File: src/rtl/pgs_pkg.sv
package pgs_pkg;
	// Clock and time base.
	localparam int unsigned CLK_HZ      = 50_000_000;
	localparam int unsigned TICK_US     = 1;
	localparam int unsigned TICK_CYC    = CLK_HZ / 1_000_000 * TICK_US;
	localparam int unsigned US_PER_MS   = 1000;
	// Soft-start ramp lengths in microseconds.
	localparam int unsigned SS_LONG_US  = 500;
	localparam int unsigned SS_SHORT_US = 250;
	// Restart wait after a rail fault, in milliseconds.
	localparam int unsigned RESTART_MS  = 10;
	// Reset release delays in milliseconds, one per delay code.
	localparam int unsigned RST_DLY0_MS = 20;
	localparam int unsigned RST_DLY1_MS = 40;
	localparam int unsigned RST_DLY2_MS = 60;
	localparam int unsigned RST_DLY3_MS = 100;
	// Consecutive switching cycles above the warning level.
	localparam int unsigned ILIM_RUN    = 16;
	localparam int unsigned NBUCK       = 3;
	localparam int unsigned NRAIL       = 5;
	// Status register addresses.
	localparam logic [7:0] ST_ADDR_INPUT = 8'h00;
	localparam logic [7:0] ST_ADDR_TEMP  = 8'h30;
	localparam logic [7:0] ST_ADDR_BILIM = 8'h40;
	localparam logic [7:0] ST_ADDR_LILIM = 8'h50;
	localparam logic [7:0] ST_ADDR_UV    = 8'h60;
	localparam logic [7:0] ST_ADDR_OV    = 8'h65;

	// Interrupt sources, used for status, mask and clear vectors.
	typedef struct packed {
		logic       in_low;
		logic       temp;
		logic [2:0] bilim;
		logic [1:0] lilim;
		logic [4:0] uv;
		logic [4:0] ov;
	} pgs_irq_t;
	// Input-low and temperature warning start masked.
	localparam pgs_irq_t MASK_RST = 17'h18000;

	// Factory configuration of the general pins and monitored rails.
	typedef struct packed {
		logic       pg_in_on;
		logic [1:0] pg_in_pin;
		logic [4:0] pg_in_rails;
		logic       start_on;
		logic [1:0] start_pin;
		logic [2:0] dvs_on;
		logic [5:0] dvs_pin;
		logic [1:0] mode_on;
		logic [3:0] mode_pin;
		logic [4:0] rst_rails;
	} pgs_cfg_t;

	// Comparator and converter flags from the analog side.
	typedef struct packed {
		logic       vin_ov;
		logic       vin_uv;
		logic       vin_low;
		logic       temp_warn;
		logic       temp_sd;
		logic [4:0] rail_uv;
		logic [4:0] rail_ov;
		logic [2:0] bck_over;
		logic [2:0] bck_tick;
		logic [1:0] ldo_ilim;
	} pgs_ana_t;

	// External enable trigger sources.
	typedef enum logic [1:0] {
		EXT_TRIG_SEQ  = 2'h0,
		EXT_TRIG_PG   = 2'h1,
		EXT_TRIG_GOOD = 2'h2
	} pgs_trig_t;

	// Sequencer states.
	typedef enum logic [2:0] {
		ST_OFF   = 3'h1,
		ST_RUN   = 3'h2,
		ST_FAULT = 3'h4
	} pgs_state_t;
endpackage : pgs_pkg

File: src/rtl/pgs_buck.sv
`timescale 1ns/1ps
module pgs_buck (
	input  wire logic       clock,     // System clock.
	input  wire logic       rst_n,     // Synchronous reset, active low.
	input  wire logic       us_tick,   // One pulse per microsecond.
	input  wire logic       enable,    // Channel enabled.
	input  wire logic       force_pwm, // Keep PWM at light load.
	input  wire logic       ss_short,  // Short soft-start ramp.
	input  wire logic       scale_n,   // Low selects the alternate setpoint.
	input  wire logic       light_load, // Load is light.
	input  wire logic [7:0] nominal,   // Nominal setpoint.
	input  wire logic [7:0] alternate, // Alternate setpoint.
	input  wire logic       sw_tick,   // One pulse per switching cycle.
	input  wire logic       sw_over,   // Current above warning level.
	output logic            ss_done,   // Soft-start ramp finished.
	output logic            save_mode, // Light-load save mode active.
	output logic      [7:0] setpoint,  // Setpoint in use.
	output logic            ilim_warn  // Warning run reached.
);
	import pgs_pkg::*;

	localparam logic [9:0] SS_LONG_T  = 10'(SS_LONG_US / TICK_US);
	localparam logic [9:0] SS_SHORT_T = 10'(SS_SHORT_US / TICK_US);
	localparam logic [4:0] RUN_T      = 5'(ILIM_RUN);

	logic [9:0] ss_cnt_q;
	logic [4:0] run_q;
	wire  [9:0] ss_len_w = ss_short ? SS_SHORT_T : SS_LONG_T;

	// Ramp restarts whenever the channel is re-enabled after a fault.
	always_ff @(posedge clock) begin
		if (!rst_n || !enable) begin
			ss_cnt_q <= '0;
			ss_done  <= 1'b0;
		end else if (!ss_done && us_tick) begin
			ss_cnt_q <= ss_cnt_q + 10'h001;
			ss_done  <= (ss_cnt_q == ss_len_w - 10'h001);
		end
	end

	// Counts consecutive over-level switching cycles after soft-start.
	always_ff @(posedge clock) begin
		if (!rst_n || !enable || !ss_done) begin
			run_q <= '0;
		end else if (sw_tick) begin
			run_q <= !sw_over ? 5'h00 :
				(run_q == RUN_T) ? RUN_T : run_q + 5'h01;
		end
	end

	// Mode, setpoint and warning registers.
	always_ff @(posedge clock) begin
		if (!rst_n) begin
			save_mode <= 1'b0;
			setpoint  <= 8'h00;
			ilim_warn <= 1'b0;
		end else begin
			save_mode <= enable && !force_pwm && light_load;
			setpoint  <= scale_n ? nominal : alternate;
			ilim_warn <= (run_q == RUN_T);
		end
	end
endmodule : pgs_buck

File: src/rtl/pgs_supervisor.sv
`timescale 1ns/1ps
module pgs_supervisor #(
	parameter int unsigned TICK_CYCLES = pgs_pkg::TICK_CYC
) (
	input  wire logic            clock,        // 50 MHz clock.
	input  wire logic            rst_n,        // Sync reset, active low.
	input  wire logic [3:0]      general_pin,  // General pin levels.
	input  pgs_pkg::pgs_ana_t    analog_flags, // Analog flags.
	input  pgs_pkg::pgs_cfg_t    factory_config_option, // Factory setup.
	input  wire logic [2:0]      buck_force_pwm, // Force PWM per buck.
	input  wire logic            buck_ss_short,  // Short ramp select.
	input  wire logic [2:0]      buck_light_load, // Light load per buck.
	input  wire logic [2:0][7:0] buck_nominal_setpoint,   // Nominal.
	input  wire logic [2:0][7:0] buck_alternate_setpoint, // Alternate.
	input  wire logic [1:0]      reset_release_delay, // Delay code.
	input  pgs_pkg::pgs_trig_t   enable_out_trigger,  // Enable trigger.
	input  wire logic [3:0]      enable_out_delay_ms, // Enable delay.
	input  wire logic            mask_wr,       // Mask write strobe.
	input  pgs_pkg::pgs_irq_t    mask_wdata,    // Mask write data.
	input  wire logic            status_rd,     // Status read strobe.
	input  wire logic [7:0]      status_rd_addr, // Status address.
	output pgs_pkg::pgs_irq_t    irq_status,    // Sticky status.
	output pgs_pkg::pgs_irq_t    irq_mask,      // Mask register.
	output logic                 input_low_status, // Latched input low.
	output logic [4:0]           rail_enable,   // Buck0-2, LDO0-1.
	output logic [2:0]           buck_soft_start_done, // Ramp done.
	output logic [2:0]           light_load_save_mode, // Save mode.
	output logic [2:0][7:0]      buck_setpoint, // Setpoint in use.
	output logic [1:0]           load_switch_mode, // LDO as switch.
	output logic                 external_enable_output, // Ext enable.
	output logic                 system_reset_output_n, // Reset, low.
	output logic                 interrupt_output_n,    // IRQ, low.
	output logic                 supply_monitor_output  // Supply ok.
);
	import pgs_pkg::*;

	localparam logic [15:0] TICK_LAST = 16'(TICK_CYCLES - 1);
	localparam logic [9:0]  MS_LAST   = 10'(US_PER_MS - 1);
	localparam logic [6:0]  RESTART_T = 7'(RESTART_MS);

	// Synchronised pins and analog flags.
	logic [3:0] pin_s;
	pgs_ana_t   an_s;

	pgs_sync #(.W(4)) u_pin_sync (
		.clock (clock),
		.rst_n (rst_n),
		.d     (general_pin),
		.q     (pin_s)
	);

	pgs_sync #(.W($bits(pgs_ana_t))) u_ana_sync (
		.clock (clock),
		.rst_n (rst_n),
		.d     (analog_flags),
		.q     (an_s)
	);

	// Microsecond and millisecond enables.
	logic [15:0] tick_cnt_q;
	logic [9:0]  us_cnt_q;
	logic        us_tick_q;
	logic        ms_tick_q;

	always_ff @(posedge clock) begin
		if (!rst_n) begin
			tick_cnt_q <= '0;
			us_tick_q  <= 1'b0;
		end else begin
			us_tick_q  <= (tick_cnt_q == TICK_LAST);
			tick_cnt_q <= (tick_cnt_q == TICK_LAST) ? 16'h0000
				: tick_cnt_q + 16'h0001;
		end
	end

	always_ff @(posedge clock) begin
		if (!rst_n) begin
			us_cnt_q  <= '0;
			ms_tick_q <= 1'b0;
		end else begin
			ms_tick_q <= us_tick_q && (us_cnt_q == MS_LAST);
			if (us_tick_q) begin
				us_cnt_q <= (us_cnt_q == MS_LAST) ? 10'h000
					: us_cnt_q + 10'h001;
			end
		end
	end

	// Decoded pin functions.
	pgs_cfg_t cfg;
	assign cfg = factory_config_option;
	wire sysen_w  = !cfg.start_on || pin_s[cfg.start_pin];
	wire pg_in_w  = cfg.pg_in_on && pin_s[cfg.pg_in_pin];
	wire [2:0] scale_n_w = {
		!(cfg.dvs_on[2] && !pin_s[cfg.dvs_pin[5:4]]),
		!(cfg.dvs_on[1] && !pin_s[cfg.dvs_pin[3:2]]),
		!(cfg.dvs_on[0] && !pin_s[cfg.dvs_pin[1:0]])};
	wire [1:0] switch_w = {
		cfg.mode_on[1] && !pin_s[cfg.mode_pin[3:2]],
		cfg.mode_on[0] && !pin_s[cfg.mode_pin[1:0]]};

	// Fault conditions seen by the sequencer and reset logic.
	pgs_irq_t   mask_q;
	pgs_state_t state_q;
	wire [4:0] rail_bad_w   = (an_s.rail_uv | an_s.rail_ov) & rail_enable;
	wire [4:0] rail_trip_w  = (an_s.rail_uv & ~mask_q.uv
		| an_s.rail_ov & ~mask_q.ov) & rail_enable;
	wire in_bad_w = an_s.vin_ov || an_s.vin_uv || an_s.temp_sd;
	wire stay_ok_w  = sysen_w && !in_bad_w;
	wire start_ok_w = stay_ok_w && !an_s.vin_low;
	wire [4:0] rail_want_w = ~cfg.pg_in_rails
		| {5{pg_in_w}};

	// Restart wait timer in milliseconds.
	logic [6:0] wait_cnt_q;
	wire wait_done_w = (wait_cnt_q == RESTART_T);

	always_ff @(posedge clock) begin
		if (!rst_n || state_q != ST_FAULT) begin
			wait_cnt_q <= '0;
		end else if (ms_tick_q && !wait_done_w) begin
			wait_cnt_q <= wait_cnt_q + 7'h01;
		end
	end

	// Power sequencer; a fault wait always falls back through off.
	pgs_state_t state_d;
	always_comb begin
		state_d = state_q;
		case (state_q)
			ST_OFF: begin
				if (start_ok_w) begin
					state_d = ST_RUN;
				end
			end
			ST_RUN: begin
				if (!stay_ok_w) begin
					state_d = ST_OFF;
				end else if (|rail_trip_w) begin
					state_d = ST_FAULT;
				end
			end
			ST_FAULT: begin
				if (wait_done_w) begin
					state_d = ST_OFF;
				end
			end
			default: state_d = ST_OFF;
		endcase
	end

	always_ff @(posedge clock) begin
		if (!rst_n) begin
			state_q     <= ST_OFF;
			rail_enable <= '0;
		end else begin
			state_q     <= state_d;
			rail_enable <= (state_d == ST_RUN) ? rail_want_w : 5'h00;
		end
	end

	// Buck channels.
	logic [2:0] tick_prev_q;
	logic [2:0] bilim_w;
	wire  [2:0] sw_tick_w = an_s.bck_tick & ~tick_prev_q;

	always_ff @(posedge clock) begin
		if (!rst_n) begin
			tick_prev_q <= '0;
		end else begin
			tick_prev_q <= an_s.bck_tick;
		end
	end

	for (genvar i = 0; i < NBUCK; i++) begin : g_buck
		pgs_buck u_buck (
			.clock      (clock),
			.rst_n      (rst_n),
			.us_tick    (us_tick_q),
			.enable     (rail_enable[i]),
			.force_pwm  (buck_force_pwm[i]),
			.ss_short   (buck_ss_short),
			.scale_n    (scale_n_w[i]),
			.light_load (buck_light_load[i]),
			.nominal    (buck_nominal_setpoint[i]),
			.alternate  (buck_alternate_setpoint[i]),
			.sw_tick    (sw_tick_w[i]),
			.sw_over    (an_s.bck_over[i]),
			.ss_done    (buck_soft_start_done[i]),
			.save_mode  (light_load_save_mode[i]),
			.setpoint   (buck_setpoint[i]),
			.ilim_warn  (bilim_w[i])
		);
	end

	// Reset output: held low outside run and by input, unmasked rail or reset-rail faults, released after the delay.
	logic [6:0] rel_cnt_q;
	logic [6:0] dly_w;
	// A tripping rail holds reset already on the edge that enters the wait.
	wire hold_w = in_bad_w || state_q != ST_RUN || |rail_trip_w
		|| |(rail_bad_w & cfg.rst_rails);

	always_comb begin
		case (reset_release_delay)
			2'h0:    dly_w = 7'(RST_DLY0_MS);
			2'h1:    dly_w = 7'(RST_DLY1_MS);
			2'h2:    dly_w = 7'(RST_DLY2_MS);
			default: dly_w = 7'(RST_DLY3_MS);
		endcase
	end

	always_ff @(posedge clock) begin
		if (!rst_n || hold_w) begin
			rel_cnt_q             <= '0;
			system_reset_output_n <= 1'b0;
		end else if (rel_cnt_q == dly_w) begin
			system_reset_output_n <= 1'b1;
		end else if (ms_tick_q) begin
			rel_cnt_q <= rel_cnt_q + 7'h01;
		end
	end

	// External enable: trigger level, then a millisecond delay.
	logic [3:0] ext_cnt_q;
	logic       trig_w;

	always_comb begin
		case (enable_out_trigger)
			EXT_TRIG_SEQ:  trig_w = (state_q == ST_RUN);
			EXT_TRIG_PG:   trig_w = pg_in_w;
			EXT_TRIG_GOOD: trig_w = system_reset_output_n;
			default:       trig_w = 1'b0;
		endcase
	end

	always_ff @(posedge clock) begin
		if (!rst_n || !trig_w) begin
			ext_cnt_q              <= '0;
			external_enable_output <= 1'b0;
		end else if (ext_cnt_q == enable_out_delay_ms) begin
			external_enable_output <= 1'b1;
		end else if (ms_tick_q) begin
			ext_cnt_q <= ext_cnt_q + 4'h1;
		end
	end

	// Interrupt sources and read-to-clear selects.
	pgs_irq_t src_w;
	pgs_irq_t rd_w;
	pgs_irq_t status_d;
	assign src_w.in_low = an_s.vin_low;
	assign src_w.temp   = an_s.temp_warn;
	assign src_w.bilim  = bilim_w;
	assign src_w.lilim  = an_s.ldo_ilim & rail_enable[4:3];
	assign src_w.uv     = an_s.rail_uv & rail_enable;
	assign src_w.ov     = an_s.rail_ov & rail_enable;
	wire rd_in_w = status_rd && status_rd_addr == ST_ADDR_INPUT;
	assign rd_w.in_low = rd_in_w;
	assign rd_w.temp   = status_rd && status_rd_addr == ST_ADDR_TEMP;
	assign rd_w.bilim  = {3{status_rd && status_rd_addr == ST_ADDR_BILIM}};
	assign rd_w.lilim  = {2{status_rd && status_rd_addr == ST_ADDR_LILIM}};
	assign rd_w.uv     = {5{status_rd && status_rd_addr == ST_ADDR_UV}};
	assign rd_w.ov     = {5{status_rd && status_rd_addr == ST_ADDR_OV}};
	// A live source re-sets its bit, so a read never loses it.
	assign status_d = irq_status & ~(rd_w & ~src_w) | src_w;

	// Status, mask and interrupt registers.
	always_ff @(posedge clock) begin
		if (!rst_n) begin
			irq_status         <= '0;
			mask_q             <= MASK_RST;
			interrupt_output_n <= 1'b1;
		end else begin
			irq_status <= status_d;
			if (mask_wr) begin
				mask_q <= mask_wdata;
			end
			interrupt_output_n <= !(|(status_d & ~mask_q));
		end
	end
	assign irq_mask = mask_q;
	assign input_low_status = irq_status.in_low;

	// Live supply monitor and LDO mode; the host keeps the mode pin fixed.
	always_ff @(posedge clock) begin
		if (!rst_n) begin
			supply_monitor_output <= 1'b0;
			load_switch_mode      <= '0;
		end else begin
			supply_monitor_output <= !an_s.vin_low;
			load_switch_mode      <= switch_w;
		end
	end
endmodule : pgs_supervisor

File: src/rtl/pgs_sync.sv
`timescale 1ns/1ps
module pgs_sync #(
	parameter int unsigned W = 1
) (
	input  wire logic         clock, // System clock.
	input  wire logic         rst_n, // Synchronous reset, active low.
	input  wire logic [W-1:0] d,     // Asynchronous level.
	output logic      [W-1:0] q      // Synchronised level.
);
	logic [W-1:0] meta_q;

	// Two flops; only the second stage leaves this module.
	always_ff @(posedge clock) begin
		if (!rst_n) begin
			meta_q <= '0;
			q      <= '0;
		end else begin
			meta_q <= d;
			q      <= meta_q;
		end
	end
endmodule : pgs_sync

File: config.mk
export PLATFORM = sky130hd
export DESIGN_NAME = pgs_supervisor
export DESIGN_NICKNAME = d
export VERILOG_FILES = /design/src/rtl/pgs_pkg.sv /design/src/rtl/pgs_buck.sv /design/src/rtl/pgs_supervisor.sv /design/src/rtl/pgs_sync.sv
export SDC_FILE = /design/constraint.sdc
export NUM_CORES = 1
export LEC_CHECK = 0
export BUFFER_PORTS_ARGS = -buffer_cell sky130_fd_sc_hd__buf_2
export CAP_MARGIN = 20
export CORE_AREA = 2 2 147 149
export DETAILED_ROUTE_END_ITERATION = 10
export DIE_AREA = 0 0 149 151
export PLACE_DENSITY_LB_ADDON = 0.05
export SLEW_MARGIN = 10
export SYNTH_ARGS = -nofsm -noshare
export SYNTH_HDL_FRONTEND = slang
export SYNTH_SLANG_ARGS = --single-unit
export TNS_END_PERCENT = 5
File: constraint.sdc
create_clock -name clock -period 4.1 [get_ports clock]
set_clock_uncertainty 0.1 [all_clocks]
set_input_delay 0.615 -clock clock [delete_from_list [all_inputs] [get_ports clock]]
set_output_delay 0.615 -clock clock [all_outputs]
set_load 0.01 [all_outputs]
Yosys cells after proc, flatten, opt, wreduce, memory -nomap -nowiden:

Cells that the tools add are included.

* add/subtract/negate cells: 12
* $mul: 0
* divide/modulo/power cells: 0
* order comparisons: 7
* equality and inequality tests: 26
* shift operators: 0
* multiplexer cells: 32
* bitwise gates (word level): 26
* reduce and logical (&&, ||, !) cells: 71

Operators with widths (count)
* AND 17 bit: 3
* NOT 17 bit: 3
* adder 10 x 1 -> 10 bit (second input constant): 4
* AND 5 bit: 7
* equality test 8 x 7 -> 1 bit (second input constant): 4
* equality test 10 bit: 3
* two-way mux 5 bit: 6
* logical AND 1 bit: 25
* two-way mux 8 bit: 3
* zero test 1 bit: 21
* less-than comparator 2 x 3 -> 1 bit (second input constant): 7
* case mux 7 bit (3 select lines): 1
* OR 17 bit: 1
* OR reduction 17 bit: 1
* adder 16 x 1 -> 16 bit (second input constant): 1
* equality test 16 x 6 -> 1 bit (second input constant): 1
* adder 5 x 1 -> 5 bit (second input constant): 3
* equality test 5 bit (second input constant): 3
* logical OR 1 bit: 15
* NOT 5 bit: 3
* OR 5 bit: 3
* adder 7 x 1 -> 7 bit (second input constant): 2
* binary-select mux 1 bit (select 2 bit): 7
* two-way mux 3 bit: 4
* 28 further kinds: 43

* register bits after elaboration: 229
* bits in latches: 0
* memory bits (writable): 0
* memory bits (read-only): 0
* input bits: 150
* output and inout bits: 76
* memories: 0

Depth between registers and ports, before layout:

* depth in word-level cells: 10
* mapped depth: 7

Modules after synthesis:

From an unflattened synthesis, not the netlist that was laid out.

* cell total of the unflattened synthesis: 994
* area total of the unflattened synthesis: 9581.7 sq um

By module, submodules not included
* pgs_supervisor: times used 1, cells an instance 513, area an instance 4583.1 sq um
* pgs_buck: times used 3, cells an instance 123, area an instance 1167.4 sq um
* pgs_sync (u_ana_sync): times used 1, cells an instance 96, area an instance 1286.2 sq um
* pgs_sync (u_pin_sync): times used 1, cells an instance 16, area an instance 210.2 sq um

Least setup slack after synthesis:

Ideal clock, no wire load.

* path kind: input to register
* start point: input port reset_release_delay[0]
* end point: register rel_cnt_q[1]
* data arrival time: 1912 ps
* data required time: 3876 ps
* slack: 1964 ps
* cell stages on the path: 7
* buffers on the path: 0
* path through: inv_1 > ha_1 > xnor2_1 > nand4_1 > o21ai_0 > mux2i_1 > nor2_1

* longest elaborated chain between the ends: 5

RTL lines
* start, declared: line pgs_supervisor.sv:15 `input wire logic [1:0] reset_release_delay,`
* equality test 2 bit, or another cell as far along: line pgs_supervisor.sv:204 `case (reset_release_delay)`
* case mux 7 bit (3 select lines) *: line pgs_supervisor.sv:204
* equality test 7 bit *: line pgs_supervisor.sv:216 `end else if (rel_cnt_q == dly_w) begin`
* NOT 1 bit (no line) *
* AND reduction 2 bit (no line) *
* end signal, assigned: line pgs_supervisor.sv:219 `rel_cnt_q <= rel_cnt_q + 7'h01;`
* end, declared: line pgs_supervisor.sv:197 `logic [6:0] rel_cnt_q;`

Every way passes the cells marked *; elsewhere a longest branch is shown, timed or not.
A chain may end at the register's enable or synchronous reset.

Worst setup path in the final report:

* start point: input port status_rd_addr[1]
* end point: register interrupt_output_n

* longest elaborated chain between the ends: 9

RTL lines
* start, declared: line pgs_supervisor.sv:21 `input wire logic [7:0] status_rd_addr,`
* equality test 8 x 7 -> 1 bit, or another cell as far along: line pgs_supervisor.sv:263 `assign rd_w.ov = {5{status_rd && status_rd_addr == ST_ADDR_OV}};`
* logical AND 1 bit, or another cell as far along: line pgs_supervisor.sv:263
* AND 17 bit *: line pgs_supervisor.sv:265 `assign status_d = irq_status & ~(rd_w & ~src_w) | src_w;`
* NOT 17 bit *: line pgs_supervisor.sv:265
* AND 17 bit *: line pgs_supervisor.sv:265
* OR 17 bit *: line pgs_supervisor.sv:265
* AND 17 bit *: line pgs_supervisor.sv:278 `interrupt_output_n <= !(|(status_d & ~mask_q));`
* OR reduction 17 bit *: line pgs_supervisor.sv:278
* zero test 1 bit *: line pgs_supervisor.sv:278
* end signal, assigned: line pgs_supervisor.sv:278
* end, declared: line pgs_supervisor.sv:32 `output logic interrupt_output_n,`

Marked as above.

==> flow_metrics.py <==
metrics = {
    "power": {
        "p_leak_nw": 4.83,
        "power_density_nw_per_um2": 429,
        "ir_drop_uv": 358,
    },
    "sta": {
        "fin_crit_sh": 0.580,
        "finalSetupTns_ps": 0,
        "slew_headroom": 0.448,
        "rsz0062_at_grt": "no",
        "hold_violations": 0,
        "finalSetupViolCount": 0,
        "worst_slew_pin_slew_ps": 827,
        "slew_violations": 0,
        "fmax_mhz": 421,
        "period_needed_ps": 2380,
    },
    "worst_setup_path": {
        "worst-path-max-fanout": 12,
        "critPathRequiredTime_ps": 4410,
        "critPathKind": "in -> reg",
        "crit_family": "simple AND/OR/NAND/NOR gates",
        "cp.arrival_ps": 2690,
        "worst_setup_path_end_kind": "register",
        "crit_path_start_kind": "input port",
        "worst-path-buf-inv": 1,
        "slowest_stage": "nor4b_4",
        "path_cells": "buf_2 -> nor4b_4 -> nand3_1 -> a21boi_0 -> o221ai_1 -> o41ai_2",
        "max_stage_delay_ps": 720,
    },
    "detailed_routing": {
        "wl_per_cell_um": 15.7,
        "firstDrtPassIters": 5,
        "vias": 7407,
        "drc": 0,
        "drt_iter0_markers": 303,
        "drt_wl_total_mm": 23.5,
        "via_per_inst": 4.96,
        "ant_nets": 0,
    },
    "clock_network": {
        "cts_setup_buffers": 0,
        "tritoncts": "built",
        "cts.sinks": 229,
        "cts_resized": 0,
        "clk_pin_slew_ps": 60,
        "hold_buffers": 0,
        "clockBufferDepth": 3,
        "insertion_delay_ps": 510,
        "cts_made_buffers": 25,
        "htree_levels": 1,
        "root_buffer": "clkbuf_16",
    },
    "layout": {
        "fin_nets": 1370,
        "layout-drive-gt1-share": 0.232,
        "final_cell_mix": "dfxtp_1 (229), buf_2 (225), nor2_1 (177)",
        "final_common_cell": "dfxtp_1",
        "syn2layout_area_growth_pct": 22.6,
        "final_cells": 1492,
    },
    "grt": {
        "grt-ovfl-total": 0,
        "grt_pass1_vias": 7141,
        "grt_pass1_wl_mm": 36.4,
        "grt_max_degree": 40,
        "grt_util_all_layers": 0.205,
        "grt_antenna_before_repair": 2,
    },
    "logic_synthesis": {
        "synthCells": 987,
        "synth.avg_cell_area_sq_um": 9.45,
        "synth-seq-cells": 229,
        "yosysSeqAreaShare": 0.492,
        "syn_nets": 1157,
        "ys.flop_type": "dfxtp_1",
        "synth-edff-count": 0,
        "ys_types": 57,
        "syn-cell-area_sq_um": 9320,
        "async_reset_ff_frac": 0,
        "synth_warnings": 0,
    },
    "die": {
        "core_sq_um": 20800,
        "die_area_sq_um": 22500,
        "row_count": 53,
        "die_h_um": 151,
        "initial_core_util": 0.448,
        "io_pins": 226,
        "dieWidth_um": 149,
    },
    "run_status": {
        "status": "finished clean",
    },
    "placed_design": {
        "dpl.hpwl_mm": 17.7,
        "placed_cells": 1448,
        "portBuffers": 225,
        "gp_congestion": 0.890,
    },
    "worst_hold_path": {
        "hold_path.class": "in -> reg",
    },
    "run": {
        "cap_violations": 0,
    },
}
## cell families after synthesis
kind of cell / share of synthesized area
flip-flops: 0.492
AO/OA/AOI/OAI: 0.0737
multiplexers: 0.0671
AND/OR/NAND/NOR: 0.231
adder cells (fa/ha/maj): 0.0268
buffers and inverters: 0.0333
XOR/XNOR: 0.0761
## through the flow
step	total power [mW]	setup slack (ps)	hold slack (ps)	utilization	area, sq um
6_report	4.90	1720	159	0.549	11400
5_1_grt	5.09	1640	138	0.549	11400
4_1_cts	4.96	1770	142	0.549	11400
3_5_place_dp	2.73	1240	317	0.510	10600
3_3_place_gp	2.72	1260	314	0.510	10600
2_1_floorplan	2.55	1960	312	-	9320
## worst reg2reg max path: stages (launching register included)
cell and delay [ps]:
dfxtp_1 440, nand2_1 160, o22ai_1 140, a2111oi_2 550, nand4_1 480, a21oi_1 260
## path summary, 6_finish.rpt
kind / start / to / slack, ps / cells after the start
worst max register to register: rail_enable[1] / rel_cnt_q[4] / 1890 / 5
worst max-delay path: status_rd_addr[1] / interrupt_output_n / 1720 / 6
worst min-delay path: buck_force_pwm[0] / g_buck[0].u_buck.save_mode / 160 / 2
worst min register to register: u_ana_sync.meta_q[3] / u_ana_sync.q[3] / 330 / 1
## cells in the mapped netlist (all sizes together), types with 3 or more instances
| library cell | number | area, sq um |
|---|---|---|
| a2111oi | 3 | 38.8 |
| a211oi | 10 | 75.1 |
| a21boi | 3 | 22.5 |
| a21oi | 32 | 160 |
| a22oi | 7 | 52.6 |
| a311oi | 3 | 26.3 |
| a31oi | 3 | 18.8 |
| and2 | 61 | 382 |
| and3 | 9 | 56.3 |
| and4 | 5 | 43.8 |
| buf | 17 | 111 |
| clkbuf | 26 | 97.6 |
| dfxtp | 229 | 4580 |
| ha | 20 | 250 |
| inv | 27 | 101 |
| mux2i | 49 | 490 |
| mux4 | 5 | 113 |
| nand2 | 56 | 210 |
| nand2b | 9 | 56.3 |
| nand3 | 32 | 160 |
| nand3b | 3 | 22.5 |
| nand4 | 22 | 138 |
| nand4b | 3 | 26.3 |
| nor2 | 177 | 664 |
| nor2b | 14 | 87.6 |
| nor3 | 13 | 76.3 |
| nor3b | 5 | 42.5 |
| nor4 | 6 | 37.5 |
| nor4bb | 9 | 90.1 |
| o2111ai | 4 | 35.0 |
| o211ai | 7 | 52.6 |
| o21ai | 9 | 45.0 |
| o22ai | 7 | 43.8 |
| xnor2 | 29 | 254 |
| xor2 | 52 | 455 |
## layer usage
| metal | track usage | wire, um | up-vias |
|---|---|---|---|
| met2 | 0.353 | 10500 | 255 |
| met5 | 0 | 11 | - |
| li1 | - | - | 3775 |
| met1 | 0.262 | 10600 | 3348 |
| met3 | 0.0479 | 2030 | 27 |
| met4 | 0.0476 | 335 | 2 |
## where the power goes
group          switching (mW)  internal [mW]
registers              0.0521           2.29
clock network           0.870           1.36
logic                   0.173          0.156
## sequential cells by signal (all words and copies together), names as in the netlist, 5 cells and up
name / cells
g_buck.u_buck.ss_cnt_q: 30
g_buck.u_buck.setpoint: 24
u_ana_sync.meta_q: 23
u_ana_sync.q: 23
irq_mask: 17
irq_status: 16
tick_cnt_q: 16
g_buck.u_buck.run_q: 15
us_cnt_q: 10
rel_cnt_q: 7
wait_cnt_q: 7
rail_enable: 5
## final cells by class
cell class | instances | area [sq um]
fillers | 1952 | 9390
flip-flops and latches | 229 | 4580
multi-input cells | 688 | 4430
repair buffers | 229 | 1160
clock buffers | 33 | 686
well taps | 275 | 344
clock inverters | 10 | 128
inverters | 27 | 101
diodes | 1 | 2.50
(Power assumes the default switching activity.)
